==> src/hw/warc_pkg.sv <==
// Package for the watchdog and reset control block: offsets, reset values, types
package warc_pkg;

  // Register byte offsets on the APB slave
  localparam logic [7:0] WDC_OFFSET     = 8'h00;
  localparam logic [7:0] SCF_OFFSET     = 8'h04;
  localparam logic [7:0] STAT_OFFSET    = 8'h08;
  localparam logic [7:0] IRQ_ST_OFFSET  = 8'h0c;
  localparam logic [7:0] IRQ_MSK_OFFSET = 8'h10;

  // Watchdog control layout and reset value
  localparam logic [7:0] WDC_RESET      = 8'h53;
  localparam int         GUARD_LSB      = 3;
  localparam logic [4:0] GUARD_OK_A     = 5'h0a;
  localparam logic [4:0] GUARD_OK_B     = 5'h15;

  // System control flag bit positions
  localparam int SCF_SOFT_BIT  = 0;
  localparam int SCF_SPARE_BIT = 1;
  localparam int SCF_LVR_BIT   = 2;
  localparam int SCF_FOSC_LSB  = 4;
  localparam int SCF_KEEP_BIT  = 7;
  localparam logic [7:0] SCF_RESET = 8'h00;

  // Status register bit positions (read only)
  localparam int STAT_TO_BIT  = 0;
  localparam int STAT_PDF_BIT = 1;

  // Interrupt status and mask bit positions
  localparam int IRQ_TIMEOUT_BIT = 0;
  localparam int IRQ_SOFT_BIT    = 1;
  localparam int IRQ_LVR_BIT     = 2;
  localparam int IRQ_WIDTH       = 3;

  // Invalid guard debounce, in slow clock ticks
  localparam logic [1:0] GUARD_DEBOUNCE_TICKS = 2'h3;

  // Low-voltage qualification time and system clock rate
  localparam int SYS_CLK_MHZ    = 50;
  localparam int LVR_QUAL_NS    = 120000;
  localparam int LVR_QUAL_CYCLES = (LVR_QUAL_NS * SYS_CLK_MHZ + 999) / 1000;

  localparam int WDT_CNT_W = 19;

  typedef enum logic [2:0] {
    WARC_RUN  = 3'b001,
    WARC_DBNC = 3'b010,
    WARC_FIRE = 3'b100
  } warc_guard_state_t;

  // Reset actions requested from the rest of the device
  typedef struct packed {
    logic full_reset;
    logic pc_sp_clear;
    logic port_preset;
  } warc_rst_act_t;

endpackage

==> src/hw/warc_top.sv <==
// Watchdog timer, reset sources and reset flags with an APB register slave
//
// Our own choices: the APB interface to the registers and the register addresses.
`timescale 1ns/1ns

////////////////////////////////////////////////////////////////////////////////
// Function
// [RQ1] Watchdog counts only ticks of the slow internal oscillator clock.
// [RQ2] Timeout select picks prescale 2^8,2^10,2^12,2^14,2^15,2^16,2^17,2^18.
// [RQ3] Watchdog always runs; no disable, also in sleep or idle.
// [RQ4] Watchdog properly enabled only for guard patterns 01010B or 10101B.
// [RQ5] Other guard values give full reset after 2 to 3 slow clocks.
// [RQ6] Guard reset sets soft reset flag bit 0; only software 0 clears.
// [RQ7] Watchdog control loads 53h on any reset except power-down timeout.
// [RQ8] Overflow while running gives full reset and sets timeout flag.
// [RQ9] Overflow in sleep or idle sets timeout flag, clears only PC, SP.
// [RQ10] Count cleared by invalid guard write, clear instruction or halt.
// [RQ11] Software runs the clear instruction before the timeout elapses.
// [RQ12] Power-on sets PC to zero and all port data, direction to ones.
// [RQ13] Low-voltage held beyond qualification time gives full reset and flag.
// [RQ14] Low-voltage flag bit 2 reads 1 after event; only software 0 clears.
// [RQ15] Low-voltage reset is disabled while in the power-down state.
// [RQ16] Bits 6 and 3 read zero; bit 1 is plain storage.
// [RQ17] Power-down flag set by halt, cleared by power-up or clear instruction.
// [RQ18] Timeout when count reaches prescale ratio; clear restarts from zero.
module warc_top #(
  parameter int LVR_QUAL_CYCLES = warc_pkg::LVR_QUAL_CYCLES
) (
  input  wire logic                   sys_clk,
  input  wire logic                   rst,
  input  wire logic                   psel,
  input  wire logic                   penable,
  input  wire logic                   pwrite,
  input  wire logic [7:0]             paddr,
  input  wire logic [31:0]            pwdata,
  output logic                        pready,
  output logic [31:0]                 prdata,
  output logic                        pslverr,
  input  wire logic                   slow_osc_clk,
  input  wire logic                   low_voltage_detect,
  input  wire logic                   clear_watchdog_instruction,
  input  wire logic                   halt_instruction,
  input  wire logic                   core_sleeping,
  output warc_pkg::warc_rst_act_t     rst_act,
  output logic                        idle_sysclk_keep,
  output logic [1:0]                  fast_osc_select,
  output logic                        irq
);

  //////////////////////////////////////////////////////////////////////////////
  // Registers

  logic [7:0]                         wdc_reg;
  logic [7:0]                         wdc_next;
  logic [7:0]                         scf_reg;
  logic [7:0]                         scf_next;
  logic                               to_reg;
  logic                               to_next;
  logic                               pdf_reg;
  logic                               pdf_next;
  logic [warc_pkg::IRQ_WIDTH-1:0]     irq_st_reg;
  logic [warc_pkg::IRQ_WIDTH-1:0]     irq_st_next;
  logic [warc_pkg::IRQ_WIDTH-1:0]     irq_msk_reg;
  logic [warc_pkg::WDT_CNT_W-1:0]     cnt_reg;
  logic [warc_pkg::WDT_CNT_W-1:0]     cnt_next;
  logic [1:0]                         dbnc_reg;
  logic [1:0]                         dbnc_next;
  warc_pkg::warc_guard_state_t        gst_reg;
  warc_pkg::warc_guard_state_t        gst_next;
  logic [31:0]                        lvr_cnt_reg;
  logic [31:0]                        lvr_cnt_next;
  logic                               lvr_fired_reg;
  warc_pkg::warc_rst_act_t            act_reg;
  warc_pkg::warc_rst_act_t            act_next;
  logic [31:0]                        prdata_reg;
  logic                               osc_s1_reg;
  logic                               osc_s2_reg;
  logic                               osc_s3_reg;
  logic                               lvd_s1_reg;
  logic                               lvd_s2_reg;

  //////////////////////////////////////////////////////////////////////////////
  // Synchronisers; first stages feed only the second stages

  always_ff @(posedge sys_clk or posedge rst) begin
    if (rst) begin
      osc_s1_reg <= 1'b0;
      osc_s2_reg <= 1'b0;
      osc_s3_reg <= 1'b0;
      lvd_s1_reg <= 1'b0;
      lvd_s2_reg <= 1'b0;
    end else begin
      osc_s1_reg <= slow_osc_clk;
      osc_s2_reg <= osc_s1_reg;
      osc_s3_reg <= osc_s2_reg;
      lvd_s1_reg <= low_voltage_detect;
      lvd_s2_reg <= lvd_s1_reg;
    end
  end

  // One tick per rising slow clock edge; independent of the system clock select
  wire slow_tick = osc_s2_reg & ~osc_s3_reg;  // see [RQ1]

  //////////////////////////////////////////////////////////////////////////////
  // APB decode

  wire apb_acc     = psel & penable;
  wire apb_wr      = apb_acc & pwrite;
  wire sel_wdc     = (paddr == warc_pkg::WDC_OFFSET);
  wire sel_scf     = (paddr == warc_pkg::SCF_OFFSET);
  wire sel_stat    = (paddr == warc_pkg::STAT_OFFSET);
  wire sel_irq_st  = (paddr == warc_pkg::IRQ_ST_OFFSET);
  wire sel_irq_msk = (paddr == warc_pkg::IRQ_MSK_OFFSET);
  wire mapped      = sel_wdc | sel_scf | sel_stat | sel_irq_st | sel_irq_msk;
  wire wr_wdc      = apb_wr & sel_wdc;
  wire wr_scf      = apb_wr & sel_scf;
  wire wr_irq_st   = apb_wr & sel_irq_st;
  wire wr_irq_msk  = apb_wr & sel_irq_msk;

  //////////////////////////////////////////////////////////////////////////////
  // Guard field check and debounce

  wire [4:0] guard_field    = wdc_reg[7:warc_pkg::GUARD_LSB];
  wire [4:0] guard_wr_value = pwdata[7:warc_pkg::GUARD_LSB];
  wire       guard_ok       = (guard_field == warc_pkg::GUARD_OK_A) |
                              (guard_field == warc_pkg::GUARD_OK_B);  // see [RQ4]
  wire       guard_wr_bad   = wr_wdc & (guard_wr_value != warc_pkg::GUARD_OK_A) &
                              (guard_wr_value != warc_pkg::GUARD_OK_B);

  // Ticks are counted from the first edge seen while invalid, so the actual
  // delay lands between two and three slow clock periods after the write.
  always_comb begin
    gst_next  = gst_reg;
    dbnc_next = dbnc_reg;
    case (gst_reg)
      warc_pkg::WARC_RUN: begin
        dbnc_next = 2'h0;
        if (!guard_ok) begin
          gst_next = warc_pkg::WARC_DBNC;
        end
      end
      warc_pkg::WARC_DBNC: begin
        if (guard_ok) begin
          gst_next = warc_pkg::WARC_RUN;
        end else if (slow_tick) begin
          dbnc_next = dbnc_reg + 2'h1;
          if (dbnc_reg + 2'h1 == warc_pkg::GUARD_DEBOUNCE_TICKS) begin
            gst_next = warc_pkg::WARC_FIRE;  // see [RQ5]
          end
        end
      end
      warc_pkg::WARC_FIRE: begin
        gst_next = warc_pkg::WARC_RUN;
      end
      default: begin
        gst_next = warc_pkg::WARC_RUN;
      end
    endcase
  end

  wire guard_reset = (gst_reg == warc_pkg::WARC_FIRE);

  //////////////////////////////////////////////////////////////////////////////
  // Watchdog counter

  logic [4:0] ratio_exp;
  always_comb begin
    case (wdc_reg[2:0])  // see [RQ2]
      3'h0:    ratio_exp = 5'h08;
      3'h1:    ratio_exp = 5'h0a;
      3'h2:    ratio_exp = 5'h0c;
      3'h3:    ratio_exp = 5'h0e;
      3'h4:    ratio_exp = 5'h0f;
      3'h5:    ratio_exp = 5'h10;
      3'h6:    ratio_exp = 5'h11;
      default: ratio_exp = 5'h12;
    endcase
  end

  wire [warc_pkg::WDT_CNT_W-1:0] ratio     = (warc_pkg::WDT_CNT_W)'(1) << ratio_exp;
  wire [warc_pkg::WDT_CNT_W-1:0] cnt_inc   = cnt_reg + (warc_pkg::WDT_CNT_W)'(1);
  // No enable term: the count advances in every mode, sleep and idle included
  wire                           overflow  = slow_tick & (cnt_inc == ratio);  // see [RQ3] see [RQ18]
  wire                           asleep    = core_sleeping;
  wire                           to_full   = overflow & ~asleep;  // see [RQ8]
  wire                           to_wake   = overflow & asleep;   // see [RQ9]

  //////////////////////////////////////////////////////////////////////////////
  // Low-voltage qualification

  // Power-down holds the qualifier cleared, so no reset can be raised then
  wire lvd_active = lvd_s2_reg & ~asleep;  // see [RQ15]
  wire lvr_reset  = lvd_active & ~lvr_fired_reg &
                    (lvr_cnt_reg == 32'(LVR_QUAL_CYCLES - 1));  // see [RQ13]

  always_comb begin
    lvr_cnt_next = 32'h0;
    if (lvd_active && lvr_cnt_reg != 32'(LVR_QUAL_CYCLES - 1)) begin
      lvr_cnt_next = lvr_cnt_reg + 32'h1;
    end else if (lvd_active) begin
      lvr_cnt_next = lvr_cnt_reg;
    end
  end

  wire full_reset = guard_reset | to_full | lvr_reset;

  always_comb begin
    cnt_next = cnt_reg;
    if (full_reset || to_wake || guard_wr_bad ||
        clear_watchdog_instruction || halt_instruction) begin
      cnt_next = '0;  // see [RQ10] see [RQ18]
    end else if (overflow) begin
      cnt_next = '0;
    end else if (slow_tick) begin
      cnt_next = cnt_inc;
    end
  end

  //////////////////////////////////////////////////////////////////////////////
  // Control and flag registers

  always_comb begin
    wdc_next = wdc_reg;
    if (wr_wdc) begin
      wdc_next = pwdata[7:0];
    end
    // A wake-up timeout leaves the control value untouched
    if (full_reset) begin
      wdc_next = warc_pkg::WDC_RESET;  // see [RQ7]
    end
  end

  always_comb begin
    scf_next = scf_reg;
    if (wr_scf) begin
      scf_next[warc_pkg::SCF_KEEP_BIT]                       = pwdata[warc_pkg::SCF_KEEP_BIT];
      scf_next[warc_pkg::SCF_FOSC_LSB+1:warc_pkg::SCF_FOSC_LSB] =
        pwdata[warc_pkg::SCF_FOSC_LSB+1:warc_pkg::SCF_FOSC_LSB];
      scf_next[warc_pkg::SCF_SPARE_BIT]                      = pwdata[warc_pkg::SCF_SPARE_BIT];  // see [RQ16]
      // Sticky flags accept only a clearing write
      if (!pwdata[warc_pkg::SCF_LVR_BIT]) begin
        scf_next[warc_pkg::SCF_LVR_BIT] = 1'b0;  // see [RQ14]
      end
      if (!pwdata[warc_pkg::SCF_SOFT_BIT]) begin
        scf_next[warc_pkg::SCF_SOFT_BIT] = 1'b0;  // see [RQ6]
      end
    end
    if (full_reset) begin
      scf_next[warc_pkg::SCF_KEEP_BIT]                          = 1'b0;
      scf_next[warc_pkg::SCF_FOSC_LSB+1:warc_pkg::SCF_FOSC_LSB] = 2'h0;
      scf_next[warc_pkg::SCF_SPARE_BIT]                         = 1'b0;
    end
    // Hardware set wins over a simultaneous software clear
    if (lvr_reset) begin
      scf_next[warc_pkg::SCF_LVR_BIT] = 1'b1;  // see [RQ14]
    end
    if (guard_reset) begin
      scf_next[warc_pkg::SCF_SOFT_BIT] = 1'b1;  // see [RQ6]
    end
    scf_next[6] = 1'b0;  // see [RQ16]
    scf_next[3] = 1'b0;
  end

  always_comb begin
    to_next  = to_reg;
    pdf_next = pdf_reg;
    if (clear_watchdog_instruction) begin
      to_next  = 1'b0;
      pdf_next = 1'b0;  // see [RQ17]
    end
    if (halt_instruction) begin
      to_next  = 1'b0;
      pdf_next = 1'b1;  // see [RQ17]
    end
    if (overflow) begin
      to_next = 1'b1;  // see [RQ8] see [RQ9]
    end
  end

  wire [warc_pkg::IRQ_WIDTH-1:0] irq_ev;
  assign irq_ev[warc_pkg::IRQ_TIMEOUT_BIT] = overflow;
  assign irq_ev[warc_pkg::IRQ_SOFT_BIT]    = guard_reset;
  assign irq_ev[warc_pkg::IRQ_LVR_BIT]     = lvr_reset;

  always_comb begin
    irq_st_next = irq_st_reg;
    if (wr_irq_st) begin
      irq_st_next = irq_st_reg & ~pwdata[warc_pkg::IRQ_WIDTH-1:0];
    end
    irq_st_next = irq_st_next | irq_ev;
  end

  // Reset action pulses; power-on raises all three from the asynchronous reset
  always_comb begin
    act_next             = '0;
    act_next.full_reset  = full_reset;
    act_next.pc_sp_clear = full_reset | to_wake;  // see [RQ9]
    act_next.port_preset = full_reset;
  end

  //////////////////////////////////////////////////////////////////////////////
  // Read data

  wire [7:0] stat_view = {6'h00, pdf_reg, to_reg};
  wire [31:0] rd_mux =
    sel_wdc     ? {24'h0, wdc_reg} :
    sel_scf     ? {24'h0, scf_reg} :
    sel_stat    ? {24'h0, stat_view} :
    sel_irq_st  ? {29'h0, irq_st_reg} :
    sel_irq_msk ? {29'h0, irq_msk_reg} : 32'h0;

  //////////////////////////////////////////////////////////////////////////////
  // State update

  always_ff @(posedge sys_clk or posedge rst) begin
    if (rst) begin
      wdc_reg     <= warc_pkg::WDC_RESET;  // see [RQ7]
      scf_reg     <= warc_pkg::SCF_RESET;
      to_reg      <= 1'b0;
      pdf_reg     <= 1'b0;  // see [RQ17]
      cnt_reg     <= '0;
      dbnc_reg    <= 2'h0;
      gst_reg     <= warc_pkg::WARC_RUN;
      irq_st_reg  <= '0;
      irq_msk_reg <= '0;
    end else begin
      wdc_reg     <= wdc_next;
      scf_reg     <= scf_next;
      to_reg      <= to_next;
      pdf_reg     <= pdf_next;
      cnt_reg     <= cnt_next;
      dbnc_reg    <= dbnc_next;
      gst_reg     <= gst_next;
      irq_st_reg  <= irq_st_next;
      irq_msk_reg <= wr_irq_msk ? pwdata[warc_pkg::IRQ_WIDTH-1:0] : irq_msk_reg;
    end
  end

  always_ff @(posedge sys_clk or posedge rst) begin
    if (rst) begin
      lvr_cnt_reg   <= 32'h0;
      lvr_fired_reg <= 1'b0;
      // PC to zero and ports to all ones as inputs on power-on
      act_reg       <= '1;  // see [RQ12]
      prdata_reg    <= 32'h0;
    end else begin
      lvr_cnt_reg   <= lvr_cnt_next;
      lvr_fired_reg <= lvr_reset | (lvr_fired_reg & lvd_active);
      act_reg       <= act_next;
      prdata_reg    <= (psel & ~penable & ~pwrite) ? rd_mux : prdata_reg;
    end
  end

  //////////////////////////////////////////////////////////////////////////////
  // Outputs

  assign pready           = 1'b1;
  assign pslverr          = apb_acc & ~mapped;
  assign prdata           = prdata_reg;
  assign rst_act          = act_reg;
  assign idle_sysclk_keep = scf_reg[warc_pkg::SCF_KEEP_BIT];
  assign fast_osc_select  = scf_reg[warc_pkg::SCF_FOSC_LSB+1:warc_pkg::SCF_FOSC_LSB];
  assign irq              = |(irq_st_reg & irq_msk_reg);

endmodule

==> config.mk <==
export PLATFORM = sky130hd
export DESIGN_NAME = warc_top
export DESIGN_NICKNAME = d
export VERILOG_FILES = /design/src/hw/warc_pkg.sv /design/src/hw/warc_top.sv
export SDC_FILE = /design/constraint.sdc
export NUM_CORES = 1
export LEC_CHECK = 0
export BUFFER_PORTS_ARGS = -buffer_cell sky130_fd_sc_hd__buf_2
export CORE_ASPECT_RATIO = 1.25
export CORE_MARGIN = 5
export CORE_UTILIZATION = 57
export CTS_CLUSTER_DIAMETER = 40
export CTS_CLUSTER_SIZE = 12
export DETAILED_ROUTE_END_ITERATION = 7
export GPL_ROUTABILITY_DRIVEN = 0
export GPL_TIMING_DRIVEN = 0
export PLACE_DENSITY = 0.9
export SLEW_MARGIN = 30
export SYNTH_ARGS = -nofsm -noshare
export SYNTH_HDL_FRONTEND = slang
export SYNTH_SLANG_ARGS = --single-unit
==> constraint.sdc <==
create_clock -name sys_clk -period 3.07 [get_ports sys_clk]
set_input_delay 0.307 -clock sys_clk [delete_from_list [all_inputs] [get_ports sys_clk]]
set_output_delay 0.307 -clock sys_clk [all_outputs]
set_load 0.01 [all_outputs]
==> flow_summary.yaml, run 1 <==
finish:
  largest_reg_flops: 32
  syn2layout_area_growth_pct: 14.4
  drive_gt1_share_pct: 19.9
  nets: 719
  fillerInstances: 736
  diodes: 0
  fin_util_pct: 66.2
synthesis:
  synthCells: 589
  syn_area_per_cell_um2: 9.35
  synthTopCellsByArea: "dfrtp_1, xor2_1, nor2_1"
  ys_seq_area_share_pct: 42.9
  synth_top_flop_cell: "dfrtp_1"
  synth_seq_cells: 94
  async_flop_share_pct: 100
  synth_cell_types: 64
  yosys_warnings: 0
  synth_top_area_cell: "dfrtp_1"
  synth-edff-count: 0
  synth_top_area_share_pct: 39.5
  synthesis.area_um2: 5510
route:
  dr.pass1.iters: 5
  wl_per_cell_um: 16.0
  drcViolationCount: 0
  num_vias: 4736
  highest_layer: "met5"
  wl_met1_um: 4720
  drt-initial-drc-count: 284
  ant_nets: 0
  via_per_inst: 5.95
  dr_wl_met3_um: 663
  postRouteWirelength_um: 12700
  route.met2.wl_um: 7060
sta:
  finalSetupViolCount: 0
  slew_viol_final: 0
  fin_crit_ns: 2.91
  skew_ns: 0.00902
  maxSlewHeadroom_pct: 45.2
  hold_viol_final: 0
  grt_setup_unrepaired: "false"
  whs_ns: 0.0658
  period_share_pct: 94.8
  fmax_mhz: 344
  tns_ns: 0
  worst_slew_pin_slew_ns: 0.820
worst_hold_path:
  min_to: "lvd_s1_reg"
  hp-start: "low_voltage_detect"
  hold_depth: 1
  hold_class: "in -> reg"
setup_path:
  slowest_delay_ns: 0.52
  cp_data_required_time_ns: 3.31
  timing.rr.end: "wdc_reg[1]"
  r2r_cells: 9
  r2r_start: "cnt_reg[0]"
  regToRegSetupSlack_ns: 0.16
  critPathKind: "reg -> reg"
  cpMostUsedCell: "nand3_1"
  path_cells: "ha_2, nand3_1, or2_1, buf_6, or3_1, and2_1, a41o_1, o2111ai_1, nand3_1"
  crit_path_max_fanout: 10
  cpMaxStageDelayCell: "o2111ai_1"
  crit_path_start_kind: "flip-flop"
  arrival_ns: 3.15
  end_kind: "flip-flop"
pwr:
  total_power_mw: 2.54
  powerDensity_nw_per_um2: 403
  cellLeakagePower_nw: 2.79
  ir_drop_mv: 0.281
grt:
  antenna_found_initial: 1
  grt_pass1_wl_um: 21200
  grt_usage_pct: 21.8
  grt_max_degree: 76
  grt_pass1_vias: 4699
  overflow: 0
clock_tree:
  cts.clk_slew.worst_paths_ns: 0.07
  postCtsSetupRepairBufs: 0
  cts_buffers: 9
  h-tree-depth: 3
  cts_tree: "yes"
  numClockSinks: 94
  insertion_delay_ns: 0.34
  ctsRootBufferMaster: "clkbuf_16"
  clk_path_buf_depth: 2
die:
  rows: 40
  io_pins: 91
  initial_core_util_pct: 57.9
  die_area_um2: 11700
  fp.dieW_um: 97.9
  coreArea_um2: 9510
  die_h_um: 120
placed_design:
  dp_hpwl_um: 9300
  numPortBuffers: 40
job:
  maxCapViolCount: 0
status:
  status: "finished clean"
cell usage in the layout (no fill, tap or decap), drive strengths merged, types with 3 or more instances in the layout:
cell,Yosys,final
dfrtp,87,87
buf,38,79
nor2,65,65
nor3,39,39
nand3,37,37
nand2,36,36
xor2,33,33
clkbuf,18,28
conb,2,25
o21ai,23,23
nand4,21,21
a21oi,19,19
mux2i,18,18
xnor2,18,18
inv,12,15
or3,11,11
and3,11,11
nor4,9,9
nor2b,7,7
and2,7,7
dfstp,7,7
and4,6,6
nand2b,5,5
ha,4,4
mux2,3,3
a31oi,3,3
o21a,3,3
a22oi,3,3
or4,3,3
nand3b,3,3
a211o,3,3
or2,3,3
a2111oi,3,3
area by class of cell:
class,count,area (µm²),area share (%)
timing repair buffer,42,238,3.78
buffer,56,349,5.54
multi-input combinational,450,2860,45.4
sequential,94,2360,37.5
inverter,12,50.0,0.795
clock inverter,6,52.6,0.835
tap,126,158,2.50
clock buffer,10,229,3.64
synthesized netlist by cell type (19+ instances only):
library cell	count
a21oi_1	19
nand3_1	36
buf_4	29
nor3_1	21
nor2_1	65
nand2_1	36
xor2_1	33
dfrtp_1	87
nand4_1	20
o21ai_0	22
how the worst max path moves through the flow:
stage | startpoint | end | slack, ns | depth (start not counted)
after floorplan | rst | cnt_reg[0] | 0.33 | 1
after global placement | rst | lvr_cnt_reg[2] | -0.62 | 2
after detailed placement | cnt_reg[0] | wdc_reg[4] | 0.13 | 9
after CTS | cnt_reg[0] | wdc_reg[0] | 0.10 | 9
after global routing | cnt_reg[1] | cnt_reg[2] | 0.007 | 10
final | cnt_reg[0] | wdc_reg[1] | 0.16 | 9
worst max-delay path, delay by kind of cell (launching register included):
kind            cells  cell delay [ns]
simple gates        5             1.12
compound gates      2             0.76
flops               1             0.50
fa+ha+maj           1             0.30
buf+inv             1             0.14
layer usage:
layer  GRT usage (%)  up-vias
met5               0        -
met2            40.4      187
met1            24.1     2310
met3            3.84       38
li1                -     2199
met4            9.61        2
what timing repair did:
| action | CTS | global route |
|---|---|---|
| setup endpoints to repair | 0 | 34 |
| hold endpoints to repair | 17 | 0 |
| hold buffers | 1 | 0 |
| resized for setup | 0 | 4 |
kinds of logic after synthesis:
family / Yosys count / synth area share, %
xor gates and xnor gates: 51 / 8.11
other: 2 / 0.136
DFF: 94 / 42.9
and+or+nand+nor: 272 / 27.7
AOI/OAI and AO/OA: 77 / 9.23
muxes: 21 / 3.89
buffers and inverters: 68 / 7.16
adders and majority gates: 4 / 0.909
report_power, final:
group	total, mW	leakage (nW)	internal [mW]	switching [mW]
Sequential	1.28	1.25	1.26	0.0186
Combinational	0.195	1.41	0.0773	0.118
Clock	1.06	0.132	0.562	0.497
Total	2.54	2.79	1.90	0.634
metrics by stage:
step | setup slack [ns] | area [µm²] | std cells
after detailed placement | 0.129 | 5980 | 779
after floorplan | 0.326 | 5590 | 612
after CTS | 0.105 | 6270 | 796
after global placement | -0.617 | 5950 | 778
after global routing | 0.00655 | 6300 | 796
final | 0.160 | 6300 | 796
(Power assumes the default switching activity.)
==> run 2, diff against run 1 <==
--- a/config.mk
+++ b/config.mk
@@ -5,16 +5,17 @@
 export SDC_FILE = /design/constraint.sdc
 export NUM_CORES = 1
 export LEC_CHECK = 0
+export ABC_CLOCK_PERIOD_IN_PS = 3070
 export BUFFER_PORTS_ARGS = -buffer_cell sky130_fd_sc_hd__buf_2
 export CORE_ASPECT_RATIO = 1.25
 export CORE_MARGIN = 5
-export CORE_UTILIZATION = 57
+export CORE_UTILIZATION = 25
 export CTS_CLUSTER_DIAMETER = 40
 export CTS_CLUSTER_SIZE = 12
 export DETAILED_ROUTE_END_ITERATION = 7
 export GPL_ROUTABILITY_DRIVEN = 0
 export GPL_TIMING_DRIVEN = 0
-export PLACE_DENSITY = 0.9
+export PLACE_DENSITY = 0.51
 export SLEW_MARGIN = 30
 export SYNTH_ARGS = -nofsm -noshare
 export SYNTH_HDL_FRONTEND = slang
==> flow_summary.yaml, run 2 (synthesis results as in run 1) <==
status:
  status: "finished, violations left"
  violations: "hold timing"
finish:
  seqCellArea_um2: 2360
  layout_commonest_cell: "dfrtp_1"
  nets: 718
  diodes: 0
  largest_reg_flops: 32
  instances_no_fill: 948
  syn2layout_area_growth_pct: 17.6
  multi_input_area_um2: 2850
  drive_gt1_share_pct: 20.0
  layout_common_cells: "dfrtp_1, nor2_1, buf_2"
  fillerInstances: 2315
  fin_area_um2: 6470
setup_path:
  crit_path_max_fanout: 10
  arrival_ns: 3.11
  path_cells: "nor4_1, nand4_1, nor3_4, or3b_1, and2_1, buf_2, nand3_4, buf_4, nor3_2"
  worstSetupStartpoint: "lvr_cnt_reg[28]"
  path_buf_inv: 2
  r2r_start: "lvr_cnt_reg[28]"
  end_kind: "flip-flop"
  crit_path_start_kind: "flip-flop"
  cp_data_required_time_ns: 3.30
  critPathKind: "reg -> reg"
  cpMaxStageDelayCell: "or3b_1"
  crit_family: "simple AND/OR/NAND/NOR gates"
  slowest_delay_ns: 0.48
sta:
  worst_slew_pin_slew_ns: 0.958
  fin_crit_ns: 2.88
  whs_ns: -0.0140
  period_share_pct: 93.7
  maxSlewHeadroom_pct: 35.6
  slew_viol_final: 0
  hold_viol_final: 9
  final_critical_path_setup_slack_ns: 0.192
  fmax_mhz: 348
  skew_ns: 0.0126
  finalSetupViolCount: 0
route:
  dr.pass1.iters: 4
  drcViolationCount: 0
  drt-initial-drc-count: 246
  via_per_inst: 4.65
  wl_per_cell_um: 13.8
  postRouteWirelength_um: 13100
  ant_nets: 0
  num_vias: 4412
clock_tree:
  cts_tree: "yes"
  cts.clk_slew.worst_paths_ns: 0.07
  h-tree-depth: 3
  clk_path_buf_depth: 2
  numClockSinks: 94
  cts_hold_buf: 0
  insertion_delay_ns: 0.35
  ctsRootBufferMaster: "clkbuf_16"
  cts_buffers: 9
placed_design:
  place_ws_ns: 0.0115
  numPortBuffers: 40
  dp_hpwl_um: 9680
  placedCellCount: 932
  placed_area_um2: 6170
pwr:
  cellLeakagePower_nw: 2.79
  powerDensity_nw_per_um2: 398
  ir_drop_mv: 0.271
die:
  io_pins: 91
  die_area_um2: 25100
  coreArea_um2: 21600
  die_h_um: 176
  initial_core_util_pct: 25.5
  fp.dieW_um: 143
  rows: 60
grt:
  antenna_found_initial: 0
  grt_pass1_wl_um: 21900
  overflow: 0
  grt_usage_pct: 10.7
  grt_max_degree: 51
  grt_pass1_vias: 4482
job:
  maxCapViolCount: 0
worst_hold_path:
  hold_class: "in -> async"
-- run 2: where the power goes --
part	total [mW]	switching [mW]	internal, mW
clock	1.10	0.537	0.567
sequential	1.28	0.0168	1.26
combinational	0.194	0.117	0.0763
-- run 2: worst paths after layout --
check	to	slack, ns	depth (start not counted)
setup / recovery	cnt_reg[8]	0.19	9
hold / removal	osc_s1_reg	-0.01	2
setup reg to reg	cnt_reg[8]	0.19	9
hold reg to reg	lvd_s2_reg	0.35	0
max in group asynchronous	lvr_cnt_reg[5]	2.48	3
min in group sys_clk	osc_s1_reg	0.06	1
-- run 2: cell type report --
cell class / count / area share (%)
Inverter: 12 / 0.773
Clock buffer: 10 / 3.54
Sequential cell: 94 / 36.5
Clock inverter: 6 / 0.793
Tap cell: 279 / 5.39
Multi-Input combinational cell: 450 / 44.1
Buffer: 56 / 5.39
Timing Repair Buffer: 41 / 3.52
-- run 2: through the flow --
stage	power (mW)	util, %	setup TNS, ns
2_1_floorplan	1.43	-	0
3_3_place_gp	1.50	28.4	-87.36
3_5_place_dp	1.50	28.6	0
4_1_cts	2.62	29.9	0
5_1_grt	2.69	29.9	-0.00181
6_report	2.58	29.9	0
-- run 2: worst reg2reg max path: stages (launching register included) --
cell and delay, ns:
dfrtp_1 0.41, nor4_1 0.46, nand4_1 0.22, nor3_4 0.32, or3b_1 0.48, and2_1 0.19
buf_2 0.17, nand3_4 0.18, buf_4 0.26, nor3_2 0.07
-- run 2: timing repair --
| action | CTS | global route |
|---|---|---|
| setup buffers | 0 | 0 |
| pin swaps | 0 | 1 |
| endpoints found under the setup margin | 2 | 34 |
| endpoints found under the hold margin | 0 | 0 |
| gates resized for setup | 1 | 5 |
-- run 2: routing by layer --
metal,GRT usage [%],wire [µm],up-vias
met5,0,0,-
met4,4.79,413,0
met3,1.85,368,29
met2,19.1,6750,66
met1,12.4,5580,2123
li1,-,-,2194
